--- src/include/dshbp_cfg.svh ---
// Constants for the dual style host bus port
`ifndef DSHBP_CFG_SVH
`define DSHBP_CFG_SVH
`define DSHBP_ADDR_W 7
`define DSHBP_SPACE_BIT 6
`define DSHBP_NUM_CLASS 3
`define DSHBP_CLK_MHZ 20
`define DSHBP_EOS_OFFSET 7'h7f
`define DSHBP_EOS_HOLD_NS 100
`define DSHBP_EOS_HOLD_CYC ((`DSHBP_EOS_HOLD_NS * `DSHBP_CLK_MHZ + 999) / 1000)
`define DSHBP_EMPTY_VECTOR 8'h00
`define DSHBP_DATA_RST 8'h00
`endif

--- src/include/dshbp_pkg.sv ---
// Types for the dual style host bus port
`default_nettype none
package dshbp_pkg;
    typedef struct packed {
        logic cs_n;
        logic rd_ds_n;
        logic wr_rw_n;
        logic ack_chain_in_n;
        logic [6:0] addr;
    } dshbp_pins_s;
    typedef struct packed {
        logic valid;
        logic write;
        logic global_space;
        logic [2:0] channel;
        logic [6:0] offset;
        logic [7:0] wdata;
    } dshbp_reg_req_s;
    typedef enum logic [2:0] {
        ST_IDLE, ST_SETUP, ST_ACCESS, ST_HOLD, ST_WAIT
    } dshbp_state_e;
endpackage : dshbp_pkg
`default_nettype wire

--- src/dshbp_port.sv ---
// Host bus port: strobe decode, cycle sequencing, acknowledge chain and request gating
`include "dshbp_cfg.svh"
`default_nettype none
module dshbp_port #(
    parameter int NUM_CLASS = `DSHBP_NUM_CLASS
) (
    input wire logic clk,
    input wire logic reset,
    input wire logic bus_style_select,
    input wire dshbp_pkg::dshbp_pins_s pins,
    input wire logic [7:0] data_in,
    input wire logic [7:0] reg_rdata,
    input wire logic [2:0] channel_access_reg,
    input wire logic chain_enable,
    input wire logic [NUM_CLASS-1:0] svc_req_raw,
    input wire logic [NUM_CLASS-1:0][6:0] svc_match,
    input wire logic [NUM_CLASS-1:0][7:0] svc_vector,
    output logic [7:0] data_out_q,
    output logic data_oe_q,
    output logic transfer_ack_n_q,
    output logic ack_chain_out_n_q,
    output logic [NUM_CLASS-1:0] service_req_n_q,
    output logic [NUM_CLASS-1:0] service_request_status_q,
    output logic [NUM_CLASS-1:0] svc_ack_q,
    output dshbp_pkg::dshbp_reg_req_s reg_req_q
);
    import dshbp_pkg::*;

    localparam logic [3:0] HOLD_CYC = 4'(`DSHBP_EOS_HOLD_CYC);
    // ****************************************
    // Pin synchronisers
    // ****************************************
    dshbp_pins_s pins_s1_q, pins_s2_q;
    logic [7:0] data_s1_q, data_s2_q;
    logic style_s1_q, style_s2_q;

    always_ff @(posedge clk) begin
        if (reset) begin
            pins_s1_q <= '1;
            pins_s2_q <= '1;
            style_s1_q <= 1'b1;
            style_s2_q <= 1'b1;
            data_s1_q <= `DSHBP_DATA_RST;
            data_s2_q <= `DSHBP_DATA_RST;
        end else begin
            pins_s1_q <= pins;
            pins_s2_q <= pins_s1_q;
            style_s1_q <= bus_style_select;
            style_s2_q <= style_s1_q;
            data_s1_q <= data_in;
            data_s2_q <= data_s1_q;
        end
    end
    // ****************************************
    // Strobe decode
    // ****************************************
    function automatic logic bus_selected(input dshbp_pins_s p, input logic style);
        logic strobe;
        strobe = style ? (!p.rd_ds_n || !p.wr_rw_n) : !p.rd_ds_n;
        return strobe && (!p.cs_n || !p.ack_chain_in_n);
    endfunction : bus_selected
    function automatic logic bus_write(input dshbp_pins_s p, input logic style);
        return style ? !p.wr_rw_n : !p.wr_rw_n;
    endfunction : bus_write
    function automatic logic read_strobe(input dshbp_pins_s p, input logic style);
        return style ? !p.rd_ds_n : (!p.rd_ds_n && p.wr_rw_n);
    endfunction : read_strobe
    logic sel_now;
    assign sel_now = bus_selected(pins_s2_q, style_s2_q);
    // ****************************************
    // Acknowledge match and pending lookup
    // ****************************************
    logic [NUM_CLASS-1:0] hit;
    logic matched, pending;
    logic [1:0] hit_idx;
    always_comb begin
        matched = 1'b0;
        pending = 1'b0;
        hit_idx = 2'd0;
        for (int i = NUM_CLASS - 1; i >= 0; i--) begin
            if (hit[i]) begin
                matched = 1'b1;
                hit_idx = 2'(i);
                pending = service_request_status_q[i];
            end
        end
    end
    // ****************************************
    // Cycle sequencer
    // ****************************************
    dshbp_state_e state_q;
    logic cyc_write_q, cyc_ack_q;
    logic [6:0] cyc_addr_q;
    logic [NUM_CLASS-1:0] hit_q;

    genvar g;
    for (g = 0; g < NUM_CLASS; g++) begin : g_hit
        assign hit[g] = hit_q[g];
        always_ff @(posedge clk) begin
            if (reset) begin
                hit_q[g] <= 1'b0;
            end else if (state_q == ST_SETUP) begin
                hit_q[g] <= cyc_ack_q && (cyc_addr_q == svc_match[g]);
            end
        end
    end

    always_ff @(posedge clk) begin
        if (reset) begin
            state_q <= ST_IDLE;
            cyc_write_q <= 1'b0;
            cyc_ack_q <= 1'b0;
            cyc_addr_q <= '0;
        end else begin
            case (state_q)
                ST_IDLE: begin
                    if (sel_now) begin
                        state_q <= ST_SETUP;
                        cyc_ack_q <= !pins_s2_q.ack_chain_in_n;
                        cyc_write_q <= pins_s2_q.ack_chain_in_n
                                       && bus_write(pins_s2_q, style_s2_q);
                        cyc_addr_q <= pins_s2_q.addr;
                    end
                end
                ST_SETUP: state_q <= ST_ACCESS;
                ST_ACCESS: begin
                    if (cyc_ack_q && !matched) begin
                        state_q <= ST_WAIT;
                    end else if (cyc_ack_q && !pending && chain_enable) begin
                        state_q <= ST_WAIT;
                    end else begin
                        state_q <= ST_HOLD;
                    end
                end
                ST_HOLD, ST_WAIT: begin
                    if (!sel_now) begin
                        state_q <= ST_IDLE;
                    end
                end
                default: state_q <= ST_IDLE;
            endcase
        end
    end
    // ****************************************
    // Register request and data path
    // ****************************************
    always_ff @(posedge clk) begin
        if (reset) begin
            reg_req_q <= '0;
        end else begin
            reg_req_q.valid <= (state_q == ST_SETUP) && !cyc_ack_q;
            if (state_q == ST_SETUP) begin
                reg_req_q.write <= cyc_write_q;
                reg_req_q.global_space <= cyc_addr_q[`DSHBP_SPACE_BIT];
                reg_req_q.channel <= cyc_addr_q[`DSHBP_SPACE_BIT] ? 3'h0 : channel_access_reg;
                reg_req_q.offset <= cyc_addr_q;
                reg_req_q.wdata <= data_s2_q;
            end
        end
    end

    always_ff @(posedge clk) begin
        if (reset) begin
            data_out_q <= `DSHBP_DATA_RST;
        end else if (state_q == ST_ACCESS) begin
            if (!cyc_ack_q) begin
                data_out_q <= reg_rdata;
            end else if (pending) begin
                data_out_q <= svc_vector[hit_idx];
            end else begin
                data_out_q <= `DSHBP_EMPTY_VECTOR;
            end
        end
    end

    always_ff @(posedge clk) begin
        if (reset) begin
            data_oe_q <= 1'b0;
        end else begin
            data_oe_q <= (state_q == ST_HOLD) && !cyc_write_q && sel_now
                         && read_strobe(pins_s2_q, style_s2_q);
        end
    end

    always_ff @(posedge clk) begin
        if (reset) begin
            transfer_ack_n_q <= 1'b1;
            ack_chain_out_n_q <= 1'b1;
        end else begin
            transfer_ack_n_q <= !((state_q == ST_ACCESS || state_q == ST_HOLD) && sel_now
                                  && !(state_q == ST_ACCESS && cyc_ack_q && !matched)
                                  && !(state_q == ST_ACCESS && cyc_ack_q && !pending
                                       && chain_enable)) || state_q == ST_WAIT;
            ack_chain_out_n_q <= !(state_q == ST_ACCESS ? (cyc_ack_q && matched && !pending
                                   && chain_enable) : (state_q == ST_WAIT && sel_now
                                   && !ack_chain_out_n_q));
        end
    end
    // ****************************************
    // Service request gating
    // ****************************************
    logic [NUM_CLASS-1:0] masked_q;
    logic [3:0] hold_cnt_q;
    logic eos_write;
    assign eos_write = reg_req_q.valid && reg_req_q.write && reg_req_q.global_space
                       && reg_req_q.offset == `DSHBP_EOS_OFFSET;

    always_ff @(posedge clk) begin
        if (reset) begin
            svc_ack_q <= '0;
            masked_q <= '0;
            hold_cnt_q <= '0;
        end else begin
            svc_ack_q <= '0;
            if (hold_cnt_q != 4'h0) begin
                hold_cnt_q <= hold_cnt_q - 4'h1;
                if (hold_cnt_q == 4'h1) begin
                    masked_q <= '0;
                end
            end
            if (eos_write) begin
                hold_cnt_q <= HOLD_CYC;
            end
            if (state_q == ST_HOLD && !sel_now && cyc_ack_q
                && service_request_status_q[hit_idx]) begin
                svc_ack_q[hit_idx] <= 1'b1;
                masked_q[hit_idx] <= 1'b1;
            end
        end
    end

    always_ff @(posedge clk) begin
        if (reset) begin
            service_request_status_q <= '0;
            service_req_n_q <= '1;
        end else begin
            service_request_status_q <= svc_req_raw & ~masked_q;
            service_req_n_q <= ~(svc_req_raw & ~masked_q);
        end
    end
endmodule : dshbp_port
`default_nettype wire

--- config.mk ---
export PLATFORM = sky130hd
export DESIGN_NAME = dshbp_port
export DESIGN_NICKNAME = d
export VERILOG_FILES = /design/src/include/dshbp_pkg.sv /design/src/dshbp_port.sv
export VERILOG_INCLUDE_DIRS = /design/src /design/src/include
export SDC_FILE = /design/constraint.sdc
export NUM_CORES = 1
export LEC_CHECK = 0
export ABC_AREA = 1
export BUFFER_PORTS_ARGS = -buffer_cell sky130_fd_sc_hd__buf_2
export CORE_ASPECT_RATIO = 0.75
export CORE_MARGIN = 1
export CORE_UTILIZATION = 43
export DETAILED_ROUTE_END_ITERATION = 8
export MAX_ROUTING_LAYER = met4
export PLACE_DENSITY = 0.81
export SKIP_CTS_REPAIR_TIMING = 1
export SYNTH_ARGS = -nofsm -noshare
export SYNTH_HDL_FRONTEND = slang
export SYNTH_SLANG_ARGS = --single-unit
--- constraint.sdc ---
create_clock -name clk -period 2.8 [get_ports clk]
set_clock_uncertainty 0.1 [all_clocks]
set_input_delay 0.56 -clock clk [delete_from_list [all_inputs] [get_ports clk]]
set_output_delay 0.56 -clock clk [all_outputs]
set_load 0.005 [all_outputs]
==> impl_metrics.sql, run 1 <==
INSERT INTO impl_metrics (metric_group, metric, value, unit) VALUES
('global_routing', 'antenna_found_initial', '0', ''),
('finish', 'drive_above_1_share', '0.318', ''),
('place', 'portBuffers', '122', ''),
('power', 'vdd.ir_drop.worst', '0.352', 'mV'),
('power', 'fin_total_pwr', '3.51', 'mW'),
('timing', 'fin_setup_tns', '0', 'ns'),
('clock_network', 'cts_tree', 'built', ''),
('detailed_routing', 'detail_route.vias_per_cell', '4.91', ''),
('detailed_routing', 'route.detailed.drc', '0', ''),
('clock_network', 'depth_of_the_cts_h_tree', '3', ''),
('setup_path', 'critical_path.reg2reg.endpoint', 'cyc_write_q', ''),
('synth', 'synth_fa_ha_area_frac', '0', ''),
('place', 'place_congestion', '0.863', ''),
('synth', 'yosys_most_used_dff', 'dfxtp_1', ''),
('setup_path', 'endpoint', 'cyc_write_q', ''),
('finish', 'layout_commonest_cell', 'buf_2', ''),
('floorplan', 'floorplan.initialDensity', '0.455', ''),
('finish', 'seq_area', '0.00204', 'mm²'),
('timing', 'final_critical_path_setup_slack', '1.19', 'ns'),
('synth', 'ys_seq_area_frac', '0.515', ''),
('timing', 'rsz0062_at_grt', 'false', ''),
('floorplan', 'die_h', '85.2', 'µm'),
('global_routing', 'pin_count_of_the_biggest_net_entering_global_routing', '57', ''),
('synth', 'ys_async_sr_fraction', '0', ''),
('detailed_routing', 'detail_route.wl_per_cell', '12.8', 'µm'),
('timing', 'min_period_over_period', '0.576', ''),
('clock_network', 'cts_made_buffers', '9', ''),
('synth', 'synth_seq_cells', '102', ''),
('setup_path', 'path_class', 'flop to flop', ''),
('setup_path', 'endpoint_kind', 'flop', ''),
('setup_path', 'timing.critical_path.fanout_max', '13', ''),
('setup_path', 'critical_path_arrival', '1.73', 'ns'),
('setup_path', 'r2r_slack', '1.19', 'ns'),
('finish', 'layout.nets', '678', ''),
('setup_path', 'crit_path_frequent_cell', 'nand2_1', ''),
('floorplan', 'rows', '29', ''),
('synth', 'synth_nets', '568', ''),
('setup_path', 'delay_heaviest_family_cp', 'simple AND/OR/NAND/NOR gates', ''),
('timing', 'final_hold_viol_count', '0', ''),
('setup_path', 'r2r_start', 'pins_s2_q[8]', ''),
('detailed_routing', 'drt_antenna_net_count', '0', ''),
('detailed_routing', 'drt_pass1_iterations', '4', ''),
('detailed_routing', 'route.vias.total', '3483', ''),
('synth', 'post_synth_xor_area_fraction', '0.0243', ''),
('synth', 'synth.cell_area', '0.00397', 'mm²'),
('place', 'post-dp-hpwl', '6730', 'µm'),
('setup_path', 'start_kind', 'flop', ''),
('setup_path', 'launching_instance_or_port_of_the_critical_path', 'pins_s2_q[8]', ''),
('global_routing', 'grt_pass1_wl', '14700', 'µm'),
('finish', 'fin_util', '0.566', ''),
('finish', 'diodes', '0', ''),
('synth', 'number_of_enable_flip_flop_cells_after_synthesis', '0', ''),
('clock_network', 'latest_clock_arrival_within_the_worst_skew_pair', '0.35', 'ns'),
('detailed_routing', 'detail_route.wirelength', '9100', 'µm'),
('detailed_routing', 'drtIter0Drc', '176', ''),
('clock_network', 'clkSlewWorstSetupHoldPaths', '0.07', 'ns'),
('setup_path', 'path_buf_inv', '2', ''),
('power', 'power_density', '713', 'mW/mm²'),
('worst_hold_path', 'hold_depth', '2', ''),
('floorplan', 'design.die.area', '0.00961', 'mm²'),
('run_status', 'outcome', 'complete, no violations', ''),
('global_routing', 'grt_overflow', '0', ''),
('setup_path', 'critPathRequiredTime', '2.92', 'ns'),
('synth', 'synth.lib_cells_used.distinct', '39', ''),
('timing', 'setup-violations-final', '0', ''),
('worst_hold_path', 'holdCritPathClass', 'input pin to flop', ''),
('timing', 'max_transition_viols_final', '0', ''),
('setup_path', 'critPathMaxStageDelay', '0.32', 'ns'),
('job', 'drv_cap', '0', ''),
('finish', 'multi_input_logic_area', '0.00160', 'mm²'),
('power', 'p_leak', '2.39', 'nW');
## sequential cells by signal, indices dropped and copies added, names as in the netlist
register / count
ack_chain_out_n_q: 1
cyc_addr_q: 7
pins_s1_q: 11
transfer_ack_n_q: 1
data_oe_q: 1
style_s1_q: 1
hold_cnt_q: 4
data_s2_q: 8
hit: 3
data_out_q: 8
cyc_ack_q: 1
state_q: 3
cyc_write_q: 1
pins_s2_q: 11
service_req_n_q: 3
reg_req_q: 20
service_request_status_q: 3
masked_q: 3
data_s1_q: 8
svc_ack_q: 3
style_s2_q: 1
## routing by layer
layer / GRT usage / routed length (µm) / share of wire
met2: 0.323 / 4070 / 0.45
met1: 0.247 / 4150 / 0.46
met5: - / 0 / 0
met4: 0.0538 / 156 / 0.017
met3: 0.0664 / 715 / 0.079
## cells by family after synthesis
family,after synthesis
AOI/OAI and AO/OA,80
and+or+nand+nor,220
DFF,102
buffers and inverters,73
xor gates and xnor gates,11
## layout make-up
cell class / count / share of cell area
Clock buffer: 10 / 0.0485
Clock inverter: 6 / 0.0203
Inverter: 47 / 0.0358
Multi-Input combinational cell: 311 / 0.325
Sequential cell: 102 / 0.415
Tap cell: 108 / 0.0274
Timing Repair Buffer: 125 / 0.129
## power by group
group / switching (mW) / internal, mW
Sequential: 0.0758 / 1.56
Clock: 0.559 / 0.825
Combinational: 0.286 / 0.208
## cell usage after synthesis (2+ instances only)
| cell type | n | area, µm² |
|---|---|---|
| a21oi_1 | 16 | 80.1 |
| a31oi_1 | 16 | 100 |
| buf_1 | 3 | 11.3 |
| buf_2 | 6 | 30.0 |
| buf_6 | 5 | 56.3 |
| clkbuf_1 | 11 | 41.3 |
| dfxtp_1 | 102 | 2040 |
| inv_1 | 40 | 150 |
| inv_2 | 7 | 26.3 |
| nand2_1 | 73 | 274 |
| nand2_2 | 2 | 12.5 |
| nand3_1 | 8 | 40.0 |
| nand3_2 | 4 | 40.0 |
| nand4_1 | 5 | 31.3 |
| nor2_1 | 82 | 308 |
| nor2_4 | 3 | 33.8 |
| nor3_1 | 8 | 40.0 |
| o21ai_0 | 35 | 175 |
| o21ai_1 | 3 | 15.0 |
| o22ai_1 | 2 | 12.5 |
| o32ai_1 | 3 | 26.3 |
| or2_2 | 26 | 163 |
| xnor2_1 | 6 | 52.6 |
| xor2_1 | 5 | 43.8 |
## worst min path at each step
stage / startpoint / end / slack (ns)
detailed placement: data_s1_q[2] / data_s2_q[2] / 0.29
global placement: data_s1_q[5] / data_s2_q[5] / 0.29
finish: pins[5] / pins_s1_q[5] / 0.29
CTS: pins[5] / pins_s1_q[5] / 0.28
floorplan: data_s1_q[0] / data_s2_q[0] / 0.29
global route: pins[5] / pins_s1_q[5] / 0.28
## worst reg2reg max path, stage by stage, from the launching register on
cell and delay [ns]:
dfxtp_1 0.32, inv_1 0.05, nand2_1 0.05, nand2_1 0.04, nand2_1 0.22, inv_1 0.14
nand2_2 0.24, nor2_1 0.12, a22oi_1 0.17, nor2_1 0.05
## metrics by stage
step	area (µm²)	cells	hold slack, ns
2_1_floorplan	3970	486	0.288
3_3_place_gp	4590	693	0.290
3_5_place_dp	4590	693	0.293
4_1_cts	4930	709	0.285
5_1_grt	4930	709	0.277
6_report	4930	709	0.293
No activity file was read; power rests on OpenSTA's default activity.
==> inputs of run 2 (changes only) <==
==> constraint.sdc (replaced) <==
create_clock -name clk -period 1.5 [get_ports clk]
set_clock_uncertainty 0.1 [all_clocks]
set_input_delay 0.3 -clock clk [delete_from_list [all_inputs] [get_ports clk]]
set_output_delay 0.3 -clock clk [all_outputs]
set_load 0.005 [all_outputs]
==> run 2 against run 1 <==
Against the previous run: setup slack worse by 1.1 ns; combinational power up 100%; final area grew 1.1%; global-route usage rose by 1.0 points; fmax increased by 14%; hold slack lost 0.27 ns; wire length grew 5.7%.
==> impl_metrics.sql, run 2 (same netlist as run 1, synthesis figures left out) <==
INSERT INTO impl_metrics (metric_group, metric, value, unit) VALUES
('run_status', 'outcome', 'complete, no violations', ''),
('worst_hold_path', 'min-delay-start', 'pins[5]', ''),
('worst_hold_path', 'hold_depth', '2', ''),
('clock_network', 'latest_clock_arrival_within_the_worst_skew_pair', '0.35', 'ns'),
('detailed_routing', 'drtIter0Drc', '301', ''),
('clock_network', 'cts_made_buffers', '9', ''),
('place', 'postPlaceCellArea', '0.00465', 'mm²'),
('setup_path', 'r2r_start', 'state_q[0]', ''),
('finish', 'largest_register_ffs', '20', ''),
('clock_network', 'ctsLongestPathBuffers', '2', ''),
('global_routing', 'grt_overflow', '0', ''),
('detailed_routing', 'detail_route.wl_per_cell', '13.3', 'µm'),
('finish', 'diodes', '0', ''),
('power', 'p_leak', '2.41', 'nW'),
('finish', 'biggest_regs', 'reg_req_q (20), pins_s1_q (11), pins_s2_q (11)', ''),
('timing', 'final_hold_viol_count', '0', ''),
('finish', 'most-common-layout-cells', '122 x buf_2, 100 x dfxtp_1, 80 x nor2_1, 73 x nand2_1, 39 x inv_1', ''),
('setup_path', 'timing.reg2reg.worst_path_depth', '5', ''),
('setup_path', 'worst_path_slowest_cell', 'dfxtp_1', ''),
('timing', 'min_period_over_period', '0.942', ''),
('detailed_routing', 'drt_pass1_iterations', '4', ''),
('global_routing', 'first_global_vias', '3374', ''),
('finish', 'layout.nets', '689', ''),
('power', 'power_density', '1250', 'mW/mm²'),
('setup_path', 'r2r_slack', '0.09', 'ns'),
('timing', 'setup-violations-final', '0', ''),
('timing', 'fin_setup_tns', '0', 'ns'),
('setup_path', 'critical_path_arrival', '1.55', 'ns'),
('global_routing', 'grtUsageTotal', '0.213', ''),
('setup_path', 'endpoint_kind', 'flop', ''),
('floorplan', 'fp.coreArea', '0.00871', 'mm²'),
('setup_path', 'critical_path.reg2reg.endpoint', 'cyc_write_q', ''),
('timing', 'rsz0062_at_grt', 'true', ''),
('worst_hold_path', 'timing.hold.worst_endpoint', 'pins_s1_q[5]', ''),
('floorplan', 'die_x', '113', 'µm'),
('floorplan', 'design.die.area', '0.00961', 'mm²'),
('timing', 'worst_slew_pin_tran', '0.360', 'ns'),
('floorplan', 'die_h', '85.2', 'µm'),
('detailed_routing', 'route.vias.total', '3541', ''),
('clock_network', 'cts_tree', 'built', ''),
('finish', 'drive_above_1_share', '0.337', ''),
('finish', 'non_filler_instances', '720', ''),
('detailed_routing', 'detail_route.vias_per_cell', '4.92', ''),
('job', 'drv_cap', '0', ''),
('finish', 'seq_area', '0.00204', 'mm²'),
('finish', 'nFillCells', '799', ''),
('worst_hold_path', 'holdCritPathClass', 'input pin to flop', ''),
('detailed_routing', 'drt_antenna_net_count', '0', ''),
('place', 'placedCellCount', '702', ''),
('setup_path', 'start_kind', 'flop', ''),
('finish', 'synthToLayoutAreaGrowth', '25.6', '%'),
('global_routing', 'antenna_found_initial', '0', ''),
('setup_path', 'critPathRequiredTime', '1.64', 'ns'),
('finish', 'largest_register', 'reg_req_q', ''),
('place', 'place_congestion', '0.872', ''),
('floorplan', 'floorplan.initialDensity', '0.455', ''),
('timing', 'fin_worst_hold_slack', '0.0273', 'ns'),
('detailed_routing', 'route.detailed.drc', '0', ''),
('clock_network', 'depth_of_the_cts_h_tree', '3', ''),
('detailed_routing', 'detail_route.wirelength', '9610', 'µm'),
('timing', 'fmax', '708', 'MHz'),
('setup_path', 'path_class', 'flop to flop', ''),
('timing', 'max_transition_viols_final', '0', ''),
('place', 'post-place-ws', '0.00241', 'ns'),
('setup_path', 'timing.critical_path.fanout_max', '7', ''),
('clock_network', 'cts-root-buf', 'clkbuf_16', ''),
('power', 'fin_total_pwr', '6.25', 'mW'),
('timing', 'headroom_to_the_max_slew_limit', '0.759', ''),
('setup_path', 'critPathMaxStageDelay', '0.35', 'ns'),
('clock_network', 'clkSlewWorstSetupHoldPaths', '0.07', 'ns'),
('clock_network', 'tritoncts_num_sinks', '102', ''),
('finish', 'layout_commonest_cell', 'buf_2', ''),
('finish', 'final_design_area_no_fill', '0.00498', 'mm²'),
('place', 'portBuffers', '122', ''),
('setup_path', 'crit_path_cell_trace', 'or2_1 > nor2_4 > nand2_4 > a22oi_1 > nor2_1', ''),
('floorplan', 'rows', '29', ''),
('place', 'post-dp-hpwl', '7230', 'µm'),
('floorplan', 'num_io_pins', '123', ''),
('timing', 'final_critical_path_setup_slack', '0.0870', 'ns'),
('finish', 'fin_util', '0.572', ''),
('finish', 'multi_input_logic_area', '0.00163', 'mm²'),
('power', 'vdd.ir_drop.worst', '0.794', 'mV'),
('global_routing', 'pin_count_of_the_biggest_net_entering_global_routing', '26', ''),
('timing', 'layout_min_cycle_time', '1.41', 'ns'),
('global_routing', 'grt_pass1_wl', '15600', 'µm');
==> run 2: cell count changes in the layout (fill, tap and decap cells not counted), sizes merged <==
cell / previous run / this run
buf: 125 / 135
clkbuf: 10 / 11
nand2: 75 / 76
inv: 50 / 49
clkinvlp: 0 / 2
bufinv: 2 / 0
==> run 2: worst max-delay path, delay by kind of cell, from the launching register on <==
kind            cells  cell delay [ns]
simple gates        4             0.64
compound gates      1             0.21
flops               1             0.35
==> run 2: worst max-delay path by stage <==
| stage | start | to | slack [ns] | depth (start not counted) |
|---|---|---|---|---|
| after floorplan | state_q[0] | cyc_addr_q[0] | 0.21 | 6 |
| after global placement | hit[1] | masked_q[2] | 0.1 | 7 |
| after detailed placement | state_q[0] | cyc_write_q | 0.002 | 6 |
| after CTS | hit[0] | masked_q[1] | -0.007 | 6 |
| after global routing | hit[1] | data_out_q[7] | -0.02 | 6 |
| final | state_q[0] | cyc_write_q | 0.09 | 5 |
==> run 2: cell type report <==
class / instances / share of cell area
inverters: 47 / 0.0359
flip-flops and latches: 102 / 0.411
well taps: 108 / 0.0271
clock inverters: 5 / 0.00829
repair buffers: 135 / 0.142
multi-input cells: 312 / 0.327
clock buffers: 11 / 0.0487
==> run 2: routing by layer <==
metal,track usage,part of all wire
met1,0.269,0.46
met2,0.331,0.44
met3,0.0629,0.084
met4,0.0610,0.016
met5,-,0
==> run 2: power breakdown <==
group          leakage (nW)  total, mW  internal, mW  switching [mW]
clock network         0.133       2.20          1.19            1.01
registers             0.837       3.05          2.91           0.139
logic                  1.44      0.997         0.434           0.563
